[config.mk]
export PLATFORM = sky130hd
export DESIGN_NAME = epo_gen
export DESIGN_NICKNAME = d
export VERILOG_FILES = /design/src/epo_pkg.sv /design/src/epo_gen.sv
export SDC_FILE = /design/constraint.sdc
export NUM_CORES = 1
export LEC_CHECK = 0
export BUFFER_PORTS_ARGS = -buffer_cell sky130_fd_sc_hd__buf_4
export CAP_MARGIN = 10
export CORE_MARGIN = 2
export CORE_UTILIZATION = 57
export DETAILED_ROUTE_END_ITERATION = 8
export PLACE_DENSITY = 0.78
export SLEW_MARGIN = 20
export SYNTH_ARGS = -nofsm -noshare
export SYNTH_HDL_FRONTEND = slang
export SYNTH_SLANG_ARGS = --single-unit
[constraint.sdc]
create_clock -name ref_clk -period 4.44 [get_ports ref_clk]
set_clock_uncertainty 0.2 [all_clocks]
set_input_delay 0.666 -clock ref_clk [delete_from_list [all_inputs] [get_ports ref_clk]]
set_output_delay 0.666 -clock ref_clk [all_outputs]
set_load 0.02 [all_outputs]
[src/epo_pkg.sv]
// Constants and types shared by the energy pulse output generator
package epo_pkg;
   // ****************************************
   // Clock and pulse timing
   // ****************************************
   localparam int CLK_HZ       = 25_000_000;
   localparam int MS_PER_S     = 1000;
   localparam int CNT_WIDTH_MS = 275;
   localparam int CNT_SPLIT_MS = 550;
   localparam int CAL_WIDTH_MS = 90;
   localparam int CAL_SPLIT_MS = 180;
   localparam int CNT_WIDTH_CYC = (CLK_HZ / MS_PER_S) * CNT_WIDTH_MS;
   localparam int CAL_WIDTH_CYC = (CLK_HZ / MS_PER_S) * CAL_WIDTH_MS;
   localparam int TIMER_W      = 24;

   // ****************************************
   // Rate scaling
   // ****************************************
   localparam int          NOLOAD_PER_MILLION = 14;
   localparam int          MILLION            = 1_000_000;
   localparam int          DIV_W              = 7;
   localparam logic [2:0]  MULT_LOG2_MAX      = 3'h7;
   localparam logic        PULSE_IDLE_CNT     = 1'b1;
   localparam logic        PULSE_IDLE_CAL     = 1'b0;

   typedef struct packed {
      logic       scale;
      logic [1:0] base;
   } epo_sel_t;
endpackage

[src/epo_gen.sv]
// Energy pulse output generator: counter, stepper and calibration pulses
`timescale 1ns/100ps
`default_nettype none
// Operation
// [RQ1] Calibration rate is 128/64/32/16 times counter rate; half when scale low.
// [RQ2] Max calibration rate is 43.52 Hz scale high, 21.76 Hz low, any base.
// [RQ3] Calibration and counter pulses come from the same filtered power.
// [RQ4] Counter outputs pulse low alternately, first a then b.
// [RQ5] Counter pulses are 275 ms low when the period allows.
// [RQ6] Falling edge of b follows a by about half of a's period.
// [RQ7] Counter period under 550 ms gives pulse width of half the period.
// [RQ8] Calibration pulses are 90 ms high, rate proportional to power.
// [RQ9] Calibration period under 180 ms gives width of half the period.
// [RQ10] Loads below minimum frequency produce no pulse on any output.
// [RQ11] Minimum frequency is 0.0014 percent of full scale for the selected base.
// [RQ12] Base select codes pick base frequency 1.7, 3.4, 6.8 or 13.6 Hz.
// [RQ13] Half-scale AC gives 0.085, 0.17, 0.34, 0.68 Hz counter rates.
// [RQ14] Base frequency is master clock over 2^21 down to 2^18.
// [RQ15] Pulse rate scales with power product, gain and base frequency.
// [RQ16] Power accumulates per sample; a threshold crossing pulses and subtracts.
// [RQ17] Reset clears accumulators and timers, counters high, calibration low; the code presets cnt_gap and cal_gap to their maximum instead.
module epo_gen
   import epo_pkg::*;
#(
   parameter int                 PW          = 24,
   parameter logic [PW-1:0]      FULL_SCALE  = {PW{1'b1}},
   parameter logic [PW:0]        CAL_THRESH  = {1'b1, {PW{1'b0}}},
   parameter int                 CNT_W_CYC   = CNT_WIDTH_CYC,
   parameter int                 CAL_W_CYC   = CAL_WIDTH_CYC
) (
   // Clock and reset
   input  wire logic          ref_clk,
   input  wire logic          rst_n,
   // Filtered power product
   input  wire logic [PW-1:0] power_sample,
   input  wire logic          power_valid,
   // Rate selection pins
   input  wire logic          base_sel_lo,
   input  wire logic          base_sel_hi,
   input  wire logic          cal_scale_select,
   // Pulse outputs
   output logic               counter_pulse_a,
   output logic               counter_pulse_b,
   output logic               cal_pulse_out
);
   // ****************************************
   // Parameter checks
   // ****************************************
   localparam logic [TIMER_W-1:0] CNT_W = TIMER_W'(CNT_W_CYC);
   localparam logic [TIMER_W-1:0] CAL_W = TIMER_W'(CAL_W_CYC);
   localparam logic [TIMER_W-1:0] CAL_GAP_MAX = TIMER_W'(2 * CAL_W_CYC);
   localparam logic [PW-1:0] NOLOAD =
      PW'((64'(FULL_SCALE) * NOLOAD_PER_MILLION) / MILLION);

   generate
      // Threshold above 2^PW would let the doubled threshold outgrow the accumulator
      if (CNT_W_CYC < 1 || CAL_W_CYC < 1 || 2 * CAL_W_CYC >= 2 ** TIMER_W
          || CNT_W_CYC >= 2 ** TIMER_W || {1'b0, FULL_SCALE} > CAL_THRESH
          || CAL_THRESH > {1'b1, {PW{1'b0}}}) begin : g_bad
         $error("epo_gen: parameter values out of range");
      end
   endgenerate

   // ****************************************
   // Energy accumulation
   // ****************************************
   epo_sel_t         sel;
   logic [PW:0]      acc;
   logic [PW:0]      next_acc;
   logic [DIV_W-1:0] div;
   logic [DIV_W-1:0] next_div;
   logic [PW+1:0]    cal_thr;
   logic [2:0]       mult_log2;
   logic [DIV_W-1:0] div_last;
   logic [PW+1:0]    sum;
   logic             cal_ev;
   logic             cnt_ev;

   assign sel = '{scale: cal_scale_select, base: {base_sel_hi, base_sel_lo}};

   always_comb begin
      // Base code picks clock/2^(21-code): each step halves the ratio
      mult_log2 = MULT_LOG2_MAX - {1'b0, sel.base} - {2'b00, ~sel.scale}; // RQ1 RQ12 RQ13 RQ14
      div_last  = DIV_W'((8'h01 << mult_log2) - 8'h01);
      // Doubling the cal threshold when scale is low halves only that rate
      // Extra bit keeps the doubled threshold from wrapping to zero
      cal_thr   = sel.scale ? {1'b0, CAL_THRESH} : {CAL_THRESH, 1'b0}; // RQ2
      sum       = {1'b0, acc} + {2'b00, power_sample};
      next_acc  = acc;
      next_div  = div;
      cal_ev    = 1'b0;
      cnt_ev    = 1'b0;
      if (power_valid && power_sample >= NOLOAD) begin // RQ10 RQ11
         // Threshold exceeds full scale, so one crossing per sample at most
         if (sum >= cal_thr) begin // RQ16
            next_acc = (PW+1)'(sum - cal_thr);
            cal_ev   = 1'b1;
            // Counter events are a fixed fraction of cal events, same source
            if (div >= div_last) begin // RQ3 RQ15
               next_div = '0;
               cnt_ev   = 1'b1;
            end else begin
               next_div = div + DIV_W'(1);
            end
         end else begin
            next_acc = sum[PW:0];
         end
      end
   end

   always_ff @(posedge ref_clk or negedge rst_n) begin
      if (!rst_n) begin
         acc <= '0; // RQ17
         div <= '0;
      end else begin
         acc <= next_acc;
         div <= next_div;
      end
   end

   // ****************************************
   // Counter pulse pair
   // ****************************************
   logic [TIMER_W-1:0] cnt_gap;
   logic [TIMER_W-1:0] next_cnt_gap;
   logic [TIMER_W-1:0] cnt_left;
   logic [TIMER_W-1:0] next_cnt_left;
   logic               cnt_phase_b;
   logic               next_cnt_phase_b;
   logic               next_pa;
   logic               next_pb;

   always_comb begin
      next_cnt_gap     = (cnt_gap < CNT_W) ? cnt_gap + TIMER_W'(1) : cnt_gap;
      next_cnt_left    = (cnt_left != '0) ? cnt_left - TIMER_W'(1) : cnt_left;
      next_cnt_phase_b = cnt_phase_b;
      next_pa          = counter_pulse_a;
      next_pb          = counter_pulse_b;
      if (next_cnt_left == '0) begin
         next_pa = PULSE_IDLE_CNT;
         next_pb = PULSE_IDLE_CNT;
      end
      if (cnt_ev) begin
         // Gap saturates at the fixed width: min(275 ms, half of a's period)
         next_cnt_left    = cnt_gap; // RQ5 RQ7
         next_cnt_gap     = TIMER_W'(1);
         next_cnt_phase_b = ~cnt_phase_b; // RQ4 RQ6
         next_pa          = cnt_phase_b;
         next_pb          = ~cnt_phase_b;
      end
   end

   always_ff @(posedge ref_clk or negedge rst_n) begin
      if (!rst_n) begin
         cnt_gap         <= CNT_W; // RQ17
         cnt_left        <= '0;
         cnt_phase_b     <= 1'b0;
         counter_pulse_a <= PULSE_IDLE_CNT;
         counter_pulse_b <= PULSE_IDLE_CNT;
      end else begin
         cnt_gap         <= next_cnt_gap;
         cnt_left        <= next_cnt_left;
         cnt_phase_b     <= next_cnt_phase_b;
         counter_pulse_a <= next_pa;
         counter_pulse_b <= next_pb;
      end
   end

   // ****************************************
   // Calibration pulse
   // ****************************************
   logic [TIMER_W-1:0] cal_gap;
   logic [TIMER_W-1:0] next_cal_gap;
   logic [TIMER_W-1:0] cal_left;
   logic [TIMER_W-1:0] next_cal_left;
   logic               next_cal;

   always_comb begin
      next_cal_gap  = (cal_gap < CAL_GAP_MAX) ? cal_gap + TIMER_W'(1) : cal_gap;
      next_cal_left = (cal_left != '0) ? cal_left - TIMER_W'(1) : cal_left;
      next_cal      = (next_cal_left != '0);
      if (cal_ev) begin
         // Width follows the last period, so a rate step lags one pulse
         next_cal_left = {1'b0, cal_gap[TIMER_W-1:1]}; // RQ8 RQ9
         next_cal_gap  = TIMER_W'(1);
         next_cal      = (next_cal_left != '0);
      end
   end

   always_ff @(posedge ref_clk or negedge rst_n) begin
      if (!rst_n) begin
         cal_gap       <= CAL_GAP_MAX; // RQ17
         cal_left      <= '0;
         cal_pulse_out <= PULSE_IDLE_CAL;
      end else begin
         cal_gap       <= next_cal_gap;
         cal_left      <= next_cal_left;
         cal_pulse_out <= next_cal;
      end
   end

   // ****************************************
   // Assertions
   // ****************************************
   logic [TIMER_W-1:0] cal_hi_run;
   logic [TIMER_W-1:0] a_lo_run;
   logic [TIMER_W-1:0] b_lo_run;

   always_ff @(posedge ref_clk or negedge rst_n) begin
      if (!rst_n) begin
         cal_hi_run <= '0;
         a_lo_run   <= '0;
         b_lo_run   <= '0;
      end else begin
         cal_hi_run <= cal_pulse_out ? cal_hi_run + TIMER_W'(1) : '0;
         // Separate runs: a pulse may end on the edge where the other starts
         a_lo_run   <= !counter_pulse_a ? a_lo_run + TIMER_W'(1) : '0;
         b_lo_run   <= !counter_pulse_b ? b_lo_run + TIMER_W'(1) : '0;
      end
   end
endmodule
`default_nettype wire

==> impl_metrics.ini <==
[status]
outcome = complete, but fails checks
violations = negative setup slack

[timing]
rsz0062_at_grt = true
slew_viol_final = 0
hold_viol = 0
period_share_pct = 104
worstMarginPinSlew_ns = 1.13
setup_viol = 100
min_period_ns = 4.63
fin_ws_ns = -0.194
relSlewSlack_pct = 24.7
fmax_mhz = 216

[synthesis]
synthesis.nets = 1065
synthArstFlopShare_pct = 100
synth.distinct_cells = 74
yosysWarningCount = 0
syn-cell-area_sq_mm = 0.00911
synth-seq-cells = 132
syn_area_per_cell_sq_um = 9.22
synth_edf_count = 0
synthCells = 988
synth_ff_type = dfrtp_1
synth.yosys.seq_area_share_pct = 36.6

[floorplanning]
die_y_microns = 130
core_sq_mm = 0.0158
start_util_pct = 57.7
std_cell_rows = 46
die_area_sq_mm = 0.0170
die_w_microns = 130
io_pins = 33

[placed_design]
dp_slack_ns = -0.650
postPlaceCellArea_sq_mm = 0.0103
port_buffers = 32
dp_hpwl_microns = 16600
gp_congestion = 0.988

[layout]
num_antenna_cells = 0
drive_gt1_share_pct = 30.1
final_cell_mix = 157 x buf_4, 110 x dfrtp_1, 104 x nand2_1, 75 x nor2_1, 50 x xor2_1
post-route-util_pct = 74.5
syn2layout_area_growth_pct = 29.0
layout_commonest_cell = buf_4
postLayoutCellArea_sq_mm = 0.0118
nNetsFinal = 1237

[route]
met3_length_microns = 1730
vias = 8700
drt_iter0_drc = 896
ant_nets = 0
drcViolationCount = 0
first_pass_iters = 8
highest_layer = met4
wire_per_inst_microns = 19.2
vias_per_cell = 6.26
wl_met1_microns = 11000
wl_met2_microns = 12900
wl_microns = 26700

[critical_path]
path_max_fanout = 6
critical-path-slowest-cell = nor2b_1
required_ns = 4.55
worstSetupPathType = register to register
cp.arrival_ns = 4.75
cp_cell_sequence = ha_1 > nand2_1 > o21ai_0 > a211oi_2 > nor2b_1 > o31ai_2 > nand2_1 > xnor2_1 > ha_1 > nand4_1 > nor3_2 > and4_1 > nor4bb_4 > and4_4 > buf_6 > o21ai_4 > buf_6 > buf_12 > mux2_4
cp-start-kind = register
cp_slowest_stage_delay_ns = 0.45
endpoint_kind = register

[global_routing]
grt_overflow = 0
grt_pass1_wl_microns = 39600
grt_max_degree = 110
grt_pass1_vias = 8026
grt_use_total_pct = 29.4
antenna_found_initial = 0

[power_and_ir_drop]
ir_drop_mv = 0.394
powerDensity_mw_per_mm2 = 687
p_leak_nw = 5.21

[flow_run]
max_cap_violations = 0

[clocking]
htreeDepth = 4
cts_root_buffer = clkbuf_16
clock_latency_ns = 0.44
cts_sinks = 132
cts_made_buffers = 17
cts_buffer_depth = 2
cts_tree = built
path_clk_slew_ns = 0.06

[hold_path]
min_path_type = register to register
layout make-up:
class | instances | area [sq um]
repair buffers | 186 | 1600
well taps | 216 | 270
inverters | 23 | 86.3
flip-flops and latches | 132 | 3330
clock inverters | 14 | 105
clock buffers | 18 | 439
multi-input cells | 800 | 5920
fillers | 1089 | 4020
worst max-delay path: cells and delay by family (launching register included):
family          cells  cell delay, ns
compound gates      4            0.79
fa+ha+maj           2            0.65
xor+xnor            1            0.11
flops               1            0.39
mux                 1            0.30
buf+inv             3            0.40
simple gates        8            1.68
report_power, final:
| group | switching, W | internal (W) | leakage (nW) |
|---|---|---|---|
| Clock | 0.000585 | 0.000732 | 0.260 |
| Sequential | 0.000554 | 0.00169 | 1.62 |
| Combinational | 0.00239 | 0.00213 | 3.33 |
synth_stat cells (22+ instances only):
library cell  number  area, sq um
mux2_4            27          405
inv_1             23         86.3
o21ai_0           37          185
nor3_1            24          120
dfstp_2           22          578
xor2_1            50          438
xnor2_1           49          429
ha_1              46          576
a21oi_1           40          200
nand3_1           37          185
nand2_1          105          394
nor4_1            29          181
dfrtp_1          110         2750
nand4_1           29          181
nor2_1           103          387
path summary, 6_finish.rpt:
kind	slack (ns)	cells past startpoint	to	startpoint
worst max register to register	-0.19	19	cnt_left[14]$_DFF_PN0_	acc[16]$_DFFE_PN0P_
worst min-delay path	0.29	2	acc[15]$_DFFE_PN0P_	acc[15]$_DFFE_PN0P_
worst min register to register	0.29	2	acc[15]$_DFFE_PN0P_	acc[15]$_DFFE_PN0P_
min in group asynchronous	0.49	2	acc[15]$_DFFE_PN0P_	rst_n
worst max-delay path	-0.19	19	cnt_left[14]$_DFF_PN0_	acc[16]$_DFFE_PN0P_
max in group asynchronous	2.82	3	cal_gap[9]$_DFFE_PN1P_	rst_n
cells by family after synthesis:
| family | Yosys count | share of synthesized area, % |
|---|---|---|
| compound gates | 187 | 14.3 |
| xor+xnor | 99 | 9.52 |
| fa+ha+maj | 47 | 6.54 |
| buf+inv | 59 | 2.98 |
| flops | 132 | 36.6 |
| mux | 53 | 7.50 |
| simple gates | 411 | 22.6 |
flip-flops by register name (all words and copies together) (netlist names):
register         flops
acc                 25
cal_gap             24
cal_left            24
cnt_gap             24
cnt_left            24
div                  7
cal_pulse_out        1
cnt_phase_b          1
counter_pulse_a      1
counter_pulse_b      1
repair_timing:
| item | 4_1_cts | 5_1_grt |
|---|---|---|
| setup buffers | 23 | 22 |
| resized for setup | 6 | 97 |
| endpoints found under the setup margin | 88 | 108 |
| hold buffers | 0 | 1 |
| pin swaps | 9 | 37 |
| gates cloned | 4 | 4 |
| hold endpoints to repair | 0 | 29 |
through the flow:
stage	hold slack [ns]	std cells	power (W)	setup TNS, ns
2_1_floorplan	0.170	988	0.00458	-1.03
3_3_place_gp	0.262	1306	0.00593	-36.79
3_5_place_dp	0.273	1306	0.00602	-49.74
4_1_cts	0.209	1365	0.00752	0
5_1_grt	0.320	1389	0.00854	-36.28
6_report	0.286	1389	0.00807	-11.39
per-layer routing:
| metal | vias to the layer above | GRT usage, % |
|---|---|---|
| li1 | 3966 | - |
| met1 | 4155 | 38.1 |
| met2 | 447 | 49.0 |
| met3 | 132 | 5.50 |
| met4 | 0 | 12.1 |
| met5 | - | 0 |
Note: power is estimated with default switching activity, not from simulation.
